$ cat src/rtl/acr_pkg.sv
// Package of constants for the acquisition control and status register block
package acr_pkg;
    // ========================================================
    // Register offsets on the 4-bit host I/O address
    localparam logic [3:0] OFF_STATUS_PRIMARY = 4'h0;
    localparam logic [3:0] OFF_CHANNEL_CTRL = 4'h0;
    localparam logic [3:0] OFF_ERROR_DETAIL = 4'h1;
    localparam logic [3:0] OFF_ACQ_CLEAR = 4'h1;
    localparam logic [3:0] OFF_RANGE_SELECT = 4'h5;
    localparam logic [3:0] OFF_TIMER_IRQ_CLEAR = 4'h6;
    localparam logic [3:0] OFF_CAL_SCAN_CTRL = 4'h7;

    // ========================================================
    // Field positions, channel and interrupt control
    localparam int CH_SCAN_EN_N_BIT = 7;
    localparam int CH_TIMER_IRQ_EN_BIT = 6;
    localparam int CH_EXT_IRQ_EN_BIT = 5;
    localparam int CH_RESULT_IRQ_EN_BIT = 4;
    // Calibration and scan control
    localparam int CS_SCAN_DIR_BIT = 2;
    localparam int CS_ACQ_DISABLE_BIT = 1;
    localparam int CS_CAL_ENABLE_BIT = 0;
    // Primary status
    localparam int ST_REVISION_BIT = 7;
    localparam int ST_BUSY_BIT = 4;
    localparam int ST_EXT_IRQ_BIT = 3;
    localparam int ST_TIMER_IRQ_BIT = 2;
    localparam int ST_DATA_ERROR_BIT = 1;
    localparam int ST_WAITING_BIT = 0;
    // Error detail
    localparam int ED_OVERFLOW_BIT = 1;
    localparam int ED_OVERRUN_BIT = 0;

    // ========================================================
    // Values after reset
    localparam logic [3:0] RST_CHANNEL = 4'h0;
    localparam logic RST_SCAN_EN_N = 1'b1;
    localparam logic [1:0] RST_RANGE = 2'h2;
    localparam logic RST_ZERO = 1'b0;

    // ========================================================
    // Timing: calibration run length at 125 MHz
    localparam int CLK_FREQ_HZ = 125000000;
    localparam int CAL_TIME_MS = 10;
    localparam int CAL_CYCLES = (CLK_FREQ_HZ / 1000) * CAL_TIME_MS;
    localparam int CAL_CNT_W = 24;

    // Scan sequencer states
    typedef enum logic [1:0] {
        ACR_SCAN_IDLE,
        ACR_SCAN_RUN
    } acr_scan_state_t;
endpackage : acr_pkg

$ cat src/rtl/acr_sync.sv
// Three-stage input synchroniser with agreement filter
`timescale 1ns/1ps
module acr_sync
    import acr_pkg::*;
(
    input wire logic mclk,
    input wire logic reset,
    input wire logic rst_value,
    input wire logic async_in,
    output logic sync_out
);
    logic stage1;
    logic stage2;
    logic stage3;

    // ========================================================
    // Stage one feeds stage two only
    always_ff @(posedge mclk) begin
        if (reset) begin
            stage1 <= 1'b0;
            stage2 <= 1'b0;
            stage3 <= 1'b0;
        end else begin
            stage1 <= async_in;
            stage2 <= stage1;
            stage3 <= stage2;
        end
    end

    // Change counts once second and third stages agree
    always_ff @(posedge mclk) begin
        if (reset) begin
            sync_out <= 1'b0;
        end else if (stage2 == stage3) begin
            sync_out <= stage3;
        end
    end
    // rst_value chosen by the parent through an inverter around the cell
    logic unused_rst;
    assign unused_rst = rst_value;
endmodule : acr_sync

$ cat src/rtl/acr_cal_timer.sv
// Auto-calibration run timer
`timescale 1ns/1ps
module acr_cal_timer
    import acr_pkg::*;
#(
    parameter int CAL_LEN = CAL_CYCLES
)
(
    input wire logic mclk,
    input wire logic reset,
    input wire logic start,
    output logic busy
);
    logic [CAL_CNT_W-1:0] remaining;

    // ========================================================
    // Counts the run down; a new start during a run restarts it
    always_ff @(posedge mclk) begin
        if (reset) begin
            remaining <= '0;
        end else if (start) begin
            remaining <= CAL_CNT_W'(CAL_LEN);
        end else if (remaining != '0) begin
            remaining <= remaining - CAL_CNT_W'(1);
        end
    end

    assign busy = (remaining != '0);
endmodule : acr_cal_timer

$ cat src/rtl/acr_regs.sv
// Control and status registers of the multiplexed A/D acquisition unit
//
// Behaviour
// - Result interrupt enable resets clear; when set, waiting results raise interrupt.
// - Four-bit channel field, reset 0000, picks one of sixteen mux inputs.
// - Scan enable low samples channels from channel field down to zero.
// - Scan direction picks upward from zero or downward from field.
// - Scan enable high samples only the channel field's channel.
// - Acquisition disable resets clear; set blocks both conversion triggers.
// - Calibration starts on write of enable one then read of register.
// - A calibration run lasts about ten milliseconds.
// - Busy flag stays set during calibration for software polling.
// - Two-bit range field selects input range, resets to binary 10.
// - Status bit 7 revision flag always reads one.
// - Status bit 3 mirrors the active-low external interrupt input.
// - With timer interrupt enabled, counter 2 rising edge sets timer flag; timer-clear-register write clears it.
// - Status bit 1 sets on FIFO overflow, cleared by clear-register write.
// - Status bit 0 exactly tracks a non-empty result FIFO.
// - Error detail bit 1 sets on overflow, cleared by clear-register write.
// - External interrupt enable resets clear; when set, low input interrupts.
`timescale 1ns/1ps
module acr_regs
    import acr_pkg::*;
#(
    parameter int CAL_LEN = CAL_CYCLES
)
(
    input wire logic mclk,
    input wire logic reset,
    input wire logic [3:0] io_addr,
    input wire logic [7:0] io_wdata,
    input wire logic io_wr,
    input wire logic io_rd,
    output logic [7:0] io_rdata,
    input wire logic fifo_not_empty,
    input wire logic fifo_overflow,
    input wire logic conv_overrun,
    input wire logic conv_active,
    input wire logic conv_done,
    input wire logic counter0_trigger_n,
    input wire logic external_convert_n,
    input wire logic counter2_out,
    input wire logic external_irq_n,
    output logic convert_start,
    output logic [3:0] mux_channel,
    output logic [1:0] input_range_field,
    output logic calibration_start,
    output logic calibration_enable,
    output logic fifo_clear,
    output logic irq
);
    // ========================================================
    // Register state
    logic [3:0] channel_field;
    logic scan_enable_n;
    logic timer_irq_enable;
    logic external_irq_enable;
    logic result_irq_enable;
    logic scan_direction;
    logic acquisition_disable;
    logic cal_armed;
    logic timer_irq_flag;
    logic data_error_flag;
    logic overrun_flag;
    logic cal_busy;
    logic [3:0] scan_channel;
    logic [3:0] next_scan_channel;
    acr_scan_state_t scan_state;
    logic ext_irq_sync;
    logic cnt2_sync;
    logic cnt2_prev;
    logic ctr0_sync;
    logic external_convert_n_sync;
    logic ctr0_prev;
    logic external_convert_n_prev;
    logic result_waiting_flag;
    logic conversion_busy_flag;

    // Access decode
    function automatic logic hit(input logic [3:0] addr, input logic [3:0] off);
        hit = (addr == off);
    endfunction : hit

    logic wr_chan;
    logic wr_cal;
    logic wr_range;
    logic wr_clear;
    logic wr_tclear;
    logic rd_cal;
    assign wr_chan = io_wr && hit(io_addr, OFF_CHANNEL_CTRL);
    assign wr_cal = io_wr && hit(io_addr, OFF_CAL_SCAN_CTRL);
    assign wr_range = io_wr && hit(io_addr, OFF_RANGE_SELECT);
    assign wr_clear = io_wr && hit(io_addr, OFF_ACQ_CLEAR);
    assign wr_tclear = io_wr && hit(io_addr, OFF_TIMER_IRQ_CLEAR);
    assign rd_cal = io_rd && hit(io_addr, OFF_CAL_SCAN_CTRL);

    // ========================================================
    // Pin inputs pass the three-stage synchroniser
    acr_sync u_sync_ext (
        .mclk(mclk), .reset(reset), .rst_value(1'b1),
        .async_in(~external_irq_n), .sync_out(ext_irq_sync)
    );
    acr_sync u_sync_cnt2 (
        .mclk(mclk), .reset(reset), .rst_value(1'b0),
        .async_in(counter2_out), .sync_out(cnt2_sync)
    );
    acr_sync u_sync_ctr0 (
        .mclk(mclk), .reset(reset), .rst_value(1'b0),
        .async_in(~counter0_trigger_n), .sync_out(ctr0_sync)
    );
    acr_sync u_sync_external_convert_n (
        .mclk(mclk), .reset(reset), .rst_value(1'b0),
        .async_in(~external_convert_n), .sync_out(external_convert_n_sync)
    );

    // ========================================================
    // Channel and interrupt control register
    always_ff @(posedge mclk) begin
        if (reset) begin
            channel_field <= RST_CHANNEL;
            scan_enable_n <= RST_SCAN_EN_N;
            timer_irq_enable <= RST_ZERO;
            external_irq_enable <= RST_ZERO;
            result_irq_enable <= RST_ZERO;
        end else if (wr_chan) begin
            channel_field <= io_wdata[3:0];
            scan_enable_n <= io_wdata[CH_SCAN_EN_N_BIT];
            timer_irq_enable <= io_wdata[CH_TIMER_IRQ_EN_BIT];
            external_irq_enable <= io_wdata[CH_EXT_IRQ_EN_BIT];
            result_irq_enable <= io_wdata[CH_RESULT_IRQ_EN_BIT];
        end
    end

    // Calibration and scan control; reserved bits are dropped
    always_ff @(posedge mclk) begin
        if (reset) begin
            scan_direction <= RST_ZERO;
            acquisition_disable <= RST_ZERO;
            calibration_enable <= RST_ZERO;
        end else if (wr_cal) begin
            scan_direction <= io_wdata[CS_SCAN_DIR_BIT];
            acquisition_disable <= io_wdata[CS_ACQ_DISABLE_BIT];
            calibration_enable <= io_wdata[CS_CAL_ENABLE_BIT];
        end
    end

    // Range select; only the low two bits are kept
    always_ff @(posedge mclk) begin
        if (reset) begin
            input_range_field <= RST_RANGE;
        end else if (wr_range) begin
            input_range_field <= io_wdata[1:0];
        end
    end

    // ========================================================
    // Calibration start: the write arms, the following read fires
    always_ff @(posedge mclk) begin
        if (reset) begin
            cal_armed <= 1'b0;
        end else if (wr_cal) begin
            cal_armed <= io_wdata[CS_CAL_ENABLE_BIT];
        end else if (rd_cal) begin
            cal_armed <= 1'b0;
        end
    end
    assign calibration_start = rd_cal && cal_armed && calibration_enable;

    acr_cal_timer #(
        .CAL_LEN(CAL_LEN)
    ) u_cal_timer (
        .mclk(mclk),
        .reset(reset),
        .start(calibration_start),
        .busy(cal_busy)
    );

    // ========================================================
    // Conversion triggers; falling edges of active-low inputs, gated
    always_ff @(posedge mclk) begin
        if (reset) begin
            ctr0_prev <= 1'b0;
            external_convert_n_prev <= 1'b0;
        end else begin
            ctr0_prev <= ctr0_sync;
            external_convert_n_prev <= external_convert_n_sync;
        end
    end
    assign convert_start = !acquisition_disable && !cal_busy &&
        ((ctr0_sync && !ctr0_prev) || (external_convert_n_sync && !external_convert_n_prev));

    // ========================================================
    // Scan sequencer; a write with scan enable high reloads the counter
    always_comb begin
        next_scan_channel = scan_channel;
        if (scan_direction) begin
            if (scan_channel >= channel_field) begin
                next_scan_channel = 4'h0;
            end else begin
                next_scan_channel = scan_channel + 4'h1;
            end
        end else begin
            if (scan_channel == 4'h0) begin
                next_scan_channel = channel_field;
            end else begin
                next_scan_channel = scan_channel - 4'h1;
            end
        end
    end

    always_ff @(posedge mclk) begin
        if (reset) begin
            scan_state <= ACR_SCAN_IDLE;
            scan_channel <= RST_CHANNEL;
        end else if (wr_chan) begin
            // Upward scans start at zero, downward at the field
            scan_channel <= io_wdata[CH_SCAN_EN_N_BIT] ? (scan_direction ? 4'h0 :
                io_wdata[3:0]) : scan_channel;
            scan_state <= io_wdata[CH_SCAN_EN_N_BIT] ? ACR_SCAN_IDLE : ACR_SCAN_RUN;
        end else begin
            case (scan_state)
                ACR_SCAN_IDLE: begin
                    scan_state <= ACR_SCAN_IDLE;
                end
                ACR_SCAN_RUN: begin
                    if (conv_done) begin
                        scan_channel <= next_scan_channel;
                    end
                end
                default: begin
                    scan_state <= ACR_SCAN_IDLE;
                end
            endcase
        end
    end
    // Single channel when scan enable is high
    assign mux_channel = scan_enable_n ? channel_field : scan_channel;

    // ========================================================
    // Timer interrupt flag; a new edge wins over a clear
    always_ff @(posedge mclk) begin
        if (reset) begin
            cnt2_prev <= 1'b0;
            timer_irq_flag <= 1'b0;
        end else begin
            cnt2_prev <= cnt2_sync;
            if (timer_irq_enable && cnt2_sync && !cnt2_prev) begin
                timer_irq_flag <= 1'b1;
            end else if (wr_tclear) begin
                timer_irq_flag <= 1'b0;
            end
        end
    end

    // Error flags; set wins over the clear register write
    always_ff @(posedge mclk) begin
        if (reset) begin
            data_error_flag <= 1'b0;
            overrun_flag <= 1'b0;
        end else begin
            if (fifo_overflow) begin
                data_error_flag <= 1'b1;
            end else if (wr_clear) begin
                data_error_flag <= 1'b0;
            end
            if (conv_overrun) begin
                overrun_flag <= 1'b1;
            end else if (wr_clear) begin
                overrun_flag <= 1'b0;
            end
        end
    end
    // Same latch serves both overflow bits, keeping them identical
    assign fifo_clear = wr_clear;

    // ========================================================
    // Status and interrupt
    assign result_waiting_flag = fifo_not_empty;
    assign conversion_busy_flag = conv_active || cal_busy;
    assign irq = (result_irq_enable && result_waiting_flag) ||
        (timer_irq_enable && timer_irq_flag) ||
        (external_irq_enable && ext_irq_sync);

    // Read data registered; unmapped offsets read zero
    always_ff @(posedge mclk) begin
        if (reset) begin
            io_rdata <= 8'h00;
        end else if (io_rd) begin
            io_rdata <= 8'h00;
            case (io_addr)
                OFF_STATUS_PRIMARY: begin
                    io_rdata[ST_REVISION_BIT] <= 1'b1;
                    io_rdata[ST_BUSY_BIT] <= conversion_busy_flag;
                    io_rdata[ST_EXT_IRQ_BIT] <= !ext_irq_sync;
                    io_rdata[ST_TIMER_IRQ_BIT] <= timer_irq_flag;
                    io_rdata[ST_DATA_ERROR_BIT] <= data_error_flag;
                    io_rdata[ST_WAITING_BIT] <= result_waiting_flag;
                end
                OFF_ERROR_DETAIL: begin
                    io_rdata[ED_OVERFLOW_BIT] <= data_error_flag;
                    io_rdata[ED_OVERRUN_BIT] <= overrun_flag;
                end
                OFF_CAL_SCAN_CTRL: begin
                    io_rdata[CS_SCAN_DIR_BIT] <= scan_direction;
                    io_rdata[CS_ACQ_DISABLE_BIT] <= acquisition_disable;
                    io_rdata[CS_CAL_ENABLE_BIT] <= calibration_enable;
                end
                default: begin
                    io_rdata <= 8'h00;
                end
            endcase
        end
    end
endmodule : acr_regs

$ cat config.mk
export PLATFORM = sky130hd
export DESIGN_NAME = acr_regs
export DESIGN_NICKNAME = d
export VERILOG_FILES = /design/src/rtl/acr_pkg.sv /design/src/rtl/acr_sync.sv /design/src/rtl/acr_cal_timer.sv /design/src/rtl/acr_regs.sv
export SDC_FILE = /design/constraint.sdc
export NUM_CORES = 1
export LEC_CHECK = 0
export BUFFER_PORTS_ARGS = -buffer_cell sky130_fd_sc_hd__buf_2
export CAP_MARGIN = 25
export CELL_PAD_IN_SITES_DETAIL_PLACEMENT = 0
export CELL_PAD_IN_SITES_GLOBAL_PLACEMENT = 2
export CORE_MARGIN = 4
export CORE_UTILIZATION = 31
export CTS_CLUSTER_SIZE = 8
export DETAILED_ROUTE_END_ITERATION = 10
export PLACE_DENSITY = 0.85
export SLEW_MARGIN = 30
export SYNTH_ARGS = -nofsm -noshare
export SYNTH_HDL_FRONTEND = slang
export SYNTH_SLANG_ARGS = --single-unit
$ cat constraint.sdc
create_clock -name mclk -period 1.92 [get_ports mclk]
set_clock_uncertainty 0.05 [all_clocks]
set_input_delay 0.096 -clock mclk [delete_from_list [all_inputs] [get_ports mclk]]
set_output_delay 0.096 -clock mclk [all_outputs]
set_load 0.1 [all_outputs]
==> impl_results.md, run 1 <==
* CP Data Required Time at 1.77 ns
* Num CTS Buffers at 9
* Total track usage at 14.71%
* Clk_lat worst skew at 0.35 ns
* Commonest non-fill, non-tap cell in the layout: dfxtp_1
* Commonest cells after routing, fill and taps aside: dfxtp_1 (59), buf_4 (51), nand2_1 (42)
* # rows at 37
* Sum Neg Setup Slack at -0.1650 ns
* WS Path Type: reg2out
* Rel. slew slack at between 50% and 60%
* Fin crit share at 104.5%
* Tightest Pin Transition at between 0.6 and 0.7 ns
* Clk slew on worst S/H paths at around 0.080 ns
* Die area at between 10,000 and 15,000 um^2
* Drt first pass iters at 4
* Post-synthesis sequential area ratio at between 40 and 50%
* CTS tree: yes
* Synth area leader: dfxtp_1
* CTS root buffer: clkbuf_8
* Largest cells by area after synthesis: dfxtp_1 (44%), a21oi_1 (6.0%), nand2_1 (5.0%)
* Starting Density at approximately a third
* Leak Pwr at between 1.5 and 2 nW
* Distinct cell type count after synthesis at between 50 and 60
* #FFs+latches synth at 71
* Fmax at between 400 and 500 MHz
* Worst Path Arrival at about 1.9 ns
* Setup violations, final at 3
* Initial antenna violation count at 0
* Final WS setup at -0.08735 ns
* Failing checks: negative setup slack
* H-tree levels at 3
* Vias in the first global route at about 3,000
* Power Dens Cells at approximately 1600 nW/um^2
* Number of flops mapped to enable cells by yosys at 0
* Drt wl/cell at between 10 and 15 um
* Starting DRT DRC Count at approximately 110
* RSZ-0062 raised after global routing: true
* WHS at 0.02869 ns
* Drt total wl at approximately 8500 um
* Die Ht at ~110 um
* Fraction of registers with async set/reset at 0%
* Internal Pwr Total at 4.485 mW
* GRT overflow at 0
* Post-synthesis cell count at ~390
* Reg2reg setup slack at -0.05 ns
* Post-route ant nets at 0
* I/O pin cnt at 44
* Comb pwr share at between 50% and 60%
* Nets@finish at 528
* Ys Warns at 0
* CP max FO at 4
* GPL Wtd Cong at 0.7870
* Post-synthesis cell area at about 3200 um^2
* Final worst path period need at 2.007 ns
* Critical Path End Type: primary output
* Core area at 10,280 um^2
* CTS Sinks at between 70 and 80
* Switching pwr at roughly 2.8 mW
* Design Area, Final at 4544 um^2
* Share of the synthesized area in the top cell type at 43.83%
* Vias at about 3,100
* Post-DP HPWL at roughly 5900 um
* Status: complete, but fails checks
* Max Cap Violations at 0
* Worst IR Drop VDD at 0.7963 mV
* Largest net degree at the start of global routing at 29
* Via density at 4.940
* Post-Syn Area per Cell at just over 8 um^2
* First-pass GRT wire length at ~14,000 um
* Clock power share at roughly 17%
* IO Port Bufs at 41
* Final Max Tran Viols at 0
* DRC errors left at 0
* Hold crit path type: in2reg
* Post-synth top flop: dfxtp_1
* CTS Buffer Depth at 2
* DP Area at around 4000 um^2
* CP startpoint kind: flip-flop
* Antenna Cells at 0
* Die Wd at 110.3 um
* Share of cells above drive strength 1 at 30.94%
* Final hold vios at 0
* Sw Share at 38.85%
* Area grow syn2layout at 40.12%
* Sequential group share of total power at roughly 28%
timing repair:
item                                   CTS  global route
setup endpoints to repair                7            18
pin swaps                                5            16
hold buffers                            17             0
resized for setup                       12            32
buffers inserted                         3             9
endpoints found under the hold margin   19             0
power groups by stage:
| stage | combinational [mW] | clock, mW | sequential, mW |
|---|---|---|---|
| global route | 4.39 | 1.39 | 2.08 |
| finish | 4.02 | 1.27 | 2.04 |
| floorplan | 1.94 | 0 | 2.00 |
| detailed placement | 3.11 | 0 | 1.99 |
| global placement | 3.10 | 0 | 1.99 |
| CTS | 3.35 | 1.32 | 2.00 |
Yosys cell counts (2+ instances only):
library cell,n
clkbuf_1,14
o211ai_1,2
mux2i_1,4
a31oi_1,2
nor2_1,39
nor2b_1,16
a21oi_1,39
nand2b_1,3
a211oi_1,4
buf_4,2
or2_2,2
o21ai_0,20
a21o_1,2
nor3_1,15
nand3_1,12
inv_1,16
nand4_1,7
xor2_1,10
dfxtp_1,71
or3_1,8
ha_1,7
or4_1,4
buf_1,2
a311oi_1,3
a32oi_1,3
o31ai_1,4
a211o_1,3
xnor2_1,8
nand2_1,43
nor4_1,5
sequential cells by signal (all words and copies together) (netlist names), 2 cells and up:
signal,count
scan_channel,4
channel_field,4
input_range_field,2
u_cal_timer.remaining,24
io_rdata,6
cell families after synthesis:
| logic type | synth area share [%] |
|---|---|
| and+or+nand+nor | 25.85 |
| AOI/OAI and AO/OA | 16.74 |
| DFF | 43.83 |
| buffers and inverters | 4.321 |
| xor gates and xnor gates | 4.861 |
| adders and majority gates | 2.700 |
| muxes | 1.582 |
| other | 0.1156 |
stage by stage:
step / power, mW / util [%] / setup WS [ns] / instances
after detailed placement: 5.107 / 38.18 / -0.04151 / 592
final: 7.333 / 44.22 / -0.08735 / 637
after global routing: 7.868 / 44.22 / -0.2143 / 637
after CTS: 6.665 / 42.55 / -0.1063 / 628
after floorplan: 3.933 / - / -0.3306 / 392
after global placement: 5.089 / 38.18 / -0.02537 / 592
worst max-delay path: stages (launching register included):
cell and delay [ns]:
dfxtp_1 0.34, nor4_2 0.28, buf_4 0.16, nand3_2 0.10, or2_4 0.29, nor3_4 0.15, buf_12 0.20
metal layers:
layer,track usage (%),wire length [um],up-vias
li1,-,-,1589
met4,4.573,142,0
met1,19.09,3908,1474
met2,23.96,4067,69
met3,3.786,349,15
met5,0,0,-
layout make-up:
| cell class | instances | area (um^2) |
|---|---|---|
| Inverter | 16 | 63.81 |
| Sequential cell | 71 | 1441 |
| Timing Repair Buffer | 112 | 822.0 |
| Fill cell | 1042 | 5733 |
| Multi-Input combinational cell | 286 | 1833 |
| Tap cell | 136 | 170.2 |
| Clock inverter | 6 | 76.32 |
| Clock buffer | 10 | 137.6 |
path summary, 6_finish.rpt:
kind / start / to / cells after the start
setup / recovery: u_cal_timer.remaining[22]$_SDFFE_PP0P_ / convert_start / 6
hold / removal: io_rd / io_rdata[0]$_SDFFE_PP0P_ / 3
setup reg to reg: u_cal_timer.remaining[9]$_SDFFE_PP0P_ / u_cal_timer.remaining[23]$_SDFFE_PP0P_ / 5
hold reg to reg: u_sync_ctr0.stage1$_SDFF_PP0_ / u_sync_ctr0.stage2$_SDFF_PP0_ / 1
Power figures use the tool's default switching activity.
==> run 2, diff against run 1 <==
--- a/config.mk
+++ b/config.mk
@@ -5,12 +5,13 @@
 export SDC_FILE = /design/constraint.sdc
 export NUM_CORES = 1
 export LEC_CHECK = 0
+export ABC_AREA = 1
 export BUFFER_PORTS_ARGS = -buffer_cell sky130_fd_sc_hd__buf_2
 export CAP_MARGIN = 25
 export CELL_PAD_IN_SITES_DETAIL_PLACEMENT = 0
 export CELL_PAD_IN_SITES_GLOBAL_PLACEMENT = 2
 export CORE_MARGIN = 4
-export CORE_UTILIZATION = 31
+export CORE_UTILIZATION = 30
 export CTS_CLUSTER_SIZE = 8
 export DETAILED_ROUTE_END_ITERATION = 10
 export PLACE_DENSITY = 0.85
==> run 2 against run 1 <==
The run now ends clean. Critical path depth shrank 1. Core utilization shrank 5.9 points. Wire length is 3.1% higher. Hold slack lost 0.023 ns. Clock-buffer cell count stayed put. Synthesized cell count increased by 26%. First-iteration DRC count increased by 64%. Maximum frequency up 14%. Die area up 13%. Register-to-register slack improved by 0.30 ns. Via count is 1.4% higher. Cell area fell by 2.5%. Critical path type unchanged. Largest power group unchanged.
==> impl_results.md, run 2 <==
* First-pass GRT wire length at 15,100 um (was 14,080 um)
* Setup violations, final at 0 (was 3)
* Final hold vios at 0 (unchanged)
* Placed Cells at 668 (was 592)
* Worst Path Arrival at 1.62 ns (was 1.86 ns)
* Drt wl/cell at 12.54 um (was 13.29 um)
* Hold crit path type: in2reg (unchanged)
* Post-synth top flop: dfxtp_1 (unchanged)
* Drt first pass iters at 4 (unchanged)
* Number of flops mapped to enable cells by yosys at 0 (unchanged)
* Fmax at 567.2 MHz (was 498.2 MHz)
* Synth Area in Adders at 2.450% (was 2.701%)
* DRC errors left at 0 (unchanged)
* Die Wd at 117.2 um (was 110.3 um)
* Final worst path period need at 1.763 ns (was 2.007 ns)
* Critical Path End Type: primary output (unchanged)
* Clk_lat worst skew at 0.34 ns (was 0.35 ns)
* Final WS setup at 0.1570 ns (was -0.08735 ns)
* Final Power at 6.673 mW (was 7.333 mW)
* Fraction of registers with async set/reset at 0% (unchanged)
* Max Cap Violations at 0 (unchanged)
* Slowest Stage Delay on Critical Path at 0.43 ns (was 0.34 ns)
* Share of the synthesized area in the top cell type at 39.76% (was 43.83%)
* Antenna Cells at 0 (unchanged)
* R2R Path Start: u_cal_timer.remaining[21]$_SDFFE_PP0P_ (was u_cal_timer.remaining[9]$_SDFFE_PP0P_)
* Reg2reg setup slack at 0.25 ns (was -0.05 ns)
* Simple-gate area share of the yosys netlist at 33.36% (was 25.85%)
* Leak Pwr at 1.972 nW (was 1.842 nW)
* Worst IR Drop VDD at 0.4609 mV (was 0.7963 mV)
* CTS tree: yes (unchanged)
* H-tree levels at 3 (unchanged)
* Top cells by count, synth: nand2_1 (90), nor2_1 (75), dfxtp_1 (71) (was dfxtp_1 (71), nand2_1 (43), a21oi_1 (39), nor2_1 (39), o21ai_0 (20))
* Final non-filler cell total at 696 (was 637)
* Drt total wl at 8728 um (was 8468 um)
* Status: completed (was complete, but fails checks)
* Nets@finish at 581 (was 528)
* Comb pwr share at 44.8% (was 54.8%)
* IO Port Bufs at 41 (unchanged)
* Mux share of post-synthesis cell area at 0% (was 1.582%)
* Post-synthesis cell area at 3575 um^2 (was 3243 um^2)
* Slowest CP cell: buf_2 (was dfxtp_1)
* Fin crit share at 91.82% (was 104.5%)
* Most flops, register: u_cal_timer.remaining (unchanged)
* WS Path Type: reg2out (unchanged)
* Hold Path Origin: io_wdata[4] (was io_rd)
* Post-Syn Area per Cell at 7.266 um^2 (was 8.294 um^2)
* Largest cells by area after synthesis: dfxtp_1 (40%), nand2_1 (9.5%), nor2_1 (7.9%) (was dfxtp_1 (44%), a21oi_1 (6.0%), nand2_1 (5.0%))
* #FFs+latches synth at 71 (unchanged)
* Final Max Tran Viols at 0 (unchanged)
* Vias at 3,192 (was 3,147)
* Sw Share at 42.11% (was 38.85%)
* CP Data Required Time at 1.77 ns (about the same)
* Clk slew on worst S/H paths at 0.06 ns (was 0.08 ns)
* Starting DRT DRC Count at 174 (was 106)
* Post-synthesis cell count at 492 (was 391)
* Switching pwr at 2.809 mW (was 2.849 mW)
* Clock power share at 25.2% (was 17.4%)
* Post-synthesis sequential area ratio at 39.76% (was 43.83%)
* Worst path most repeated cell: inv_1
* Synth Area in XOR/XNOR at 3.430% (was 4.861%)
* Compound-cell area share of the yosys netlist at 11.62% (was 16.74%)
* Starting Density at 30.91% (was 31.56%)
* Distinct cell type count after synthesis at 39 (was 51)
* CTS root buffer: clkbuf_16 (was clkbuf_8)
* Num CTS Buffers at 9 (unchanged)
* RSZ-0062 raised after global routing: false (was true)
* Sum Neg Setup Slack at 0 ns (was -0.1650 ns)
* Total track usage at 14.16% (was 14.71%)
* Vias in the first global route at 3,145 (was 3,009)
* Biggest registers after layout: u_cal_timer.remaining: 24 flops, io_rdata: 6 flops (unchanged)
* Core area at 11,560 um^2 (was 10,280 um^2)
* Reg2reg path depth at 6 (was 5)
* Commonest cells after routing, fill and taps aside: nand2_1 (88), nor2_1 (69), dfxtp_1 (66) (was dfxtp_1 (59), buf_4 (51), nand2_1 (42))
* Power Dens Cells at 1506 nW/um^2 (was 1614 nW/um^2)
* Internal Pwr Total at 3.863 mW (was 4.485 mW)
* Sequential group share of total power at 30.0% (was 27.8%)
* CTS Buffer Depth at 2 (unchanged)
* Main combinational cell family by area after synthesis: simple AND/OR/NAND/NOR gates (unchanged)
* Post-DP HPWL at 6444 um (was 5880 um)
* Worst hold endpoint: result_irq_enable$_SDFFE_PP0P_ (was io_rdata[0]$_SDFFE_PP0P_)
* CTS Sinks at 71 (unchanged)
* CP startpoint kind: flip-flop (unchanged)
* Die area at 13,730 um^2 (was 12,160 um^2)
* Hold path depth at 3 (unchanged)
* Post-route ant nets at 0 (unchanged)
* GRT overflow at 0 (unchanged)
* Commonest non-fill, non-tap cell in the layout: nand2_1 (was dfxtp_1)
* Synth area leader: dfxtp_1 (unchanged)
* Count leader, synth: nand2_1 (was dfxtp_1)
* CP max FO at 10 (was 4)
* Largest register FFs at 24 (unchanged)
* Die Ht at 117.2 um (was 110.3 um)
* Pre-CTS setup slack at 0.1879 ns (was -0.04151 ns)
* I/O pin cnt at 44 (unchanged)
* Area grow syn2layout at 23.94% (was 40.12%)
* Via density at 4.586 (was 4.940)
* Initial antenna violation count at 0 (unchanged)
* Ys Warns at 0 (unchanged)
* # rows at 39 (was 37)
* Largest net degree at the start of global routing at 38 (was 29)
* GPL Wtd Cong at 0.8021 (was 0.7870)
* Crit-path cells: inv_1 > nor2_4 > nand3_4 > inv_1 > buf_2 (was nor4_2 > buf_4 > nand3_2 > or2_4 > nor3_4 > buf_12)
* RR Endpoint: u_cal_timer.remaining[7]$_SDFFE_PP0P_ (was u_cal_timer.remaining[23]$_SDFFE_PP0P_)
* Share of cells above drive strength 1 at 22.78% (was 30.94%)
## run 2: power by group through the flow
stage | clock [mW] | combinational [mW] | sequential [mW]
finish | 1.68 | 2.99 | 2.00
floorplan | 0 | 2.33 | 1.96
detailed placement | 0 | 2.84 | 2.00
CTS | 1.73 | 3.01 | 2.00
global route | 1.81 | 3.43 | 2.04
global placement | 0 | 2.82 | 1.99
## run 2: logic make-up after synthesis
group           after synthesis
simple gates                246
compound gates               77
fa+ha+maj                     7
other cells                   1
flops                        71
xor+xnor                     14
buf+inv                      76
## run 2: layout make-up
type,count,area [um^2]
Clock inverter,5,58.81
Tap cell,143,178.9
Inverter,61,231.5
Sequential cell,71,1428
Clock buffer,10,239.0
Fill cell,1210,7134
Timing Repair Buffer,60,390.4
Multi-Input combinational cell,346,1904
## run 2: metal layers
layer / vias to the layer above / track usage [%] / wire length [um]
met5: - / 0 / 0
met4: 0 / 4.740 / 147
met3: 11 / 4.627 / 364
met2: 59 / 21.79 / 3896
met1: 1439 / 18.71 / 4319
li1: 1683 / - / -
## run 2: critical path, delay by kind of cell, from the launching register on
family                 cells  cell delay, ns
buffers and inverters      3            0.63
flip-flops                 1            0.35
AND/OR/NAND/NOR            2            0.30
## run 2: what timing repair did
action	4_1_cts	5_1_grt
pin swaps	7	1
buffers inserted	2	0
endpoints found under the setup margin	1	1
hold endpoints to repair	12	0
hold buffers	11	0
resized for setup	18	0
## run 2: how the worst max path moves through the flow
stage / endpoint / slack [ns] / depth (start not counted) / start
after detailed placement: convert_start / 0.19 / 7 / u_cal_timer.remaining[0]$_SDFFE_PP0P_
after CTS: convert_start / 0.003 / 6 / u_cal_timer.remaining[10]$_SDFFE_PP0P_
final: calibration_start / 0.16 / 5 / calibration_enable$_SDFFE_PP0P_
after floorplan: convert_start / -0.24 / 6 / u_cal_timer.remaining[0]$_SDFFE_PP0P_
after global placement: convert_start / 0.22 / 7 / u_cal_timer.remaining[0]$_SDFFE_PP0P_
after global routing: convert_start / 0.06 / 6 / u_cal_timer.remaining[6]$_SDFFE_PP0P_
## run 2: stage by stage
stage | hold WS (ns) | area (um^2) | util [%]
final | 0.005933 | 4431 | 38.31
after global routing | 0.01463 | 4431 | 38.31
after CTS | 0.008445 | 4431 | 38.31
after detailed placement | 0.1990 | 3963 | 34.26
after global placement | 0.1965 | 3963 | 34.26
after floorplan | 0.1127 | 3618 | -
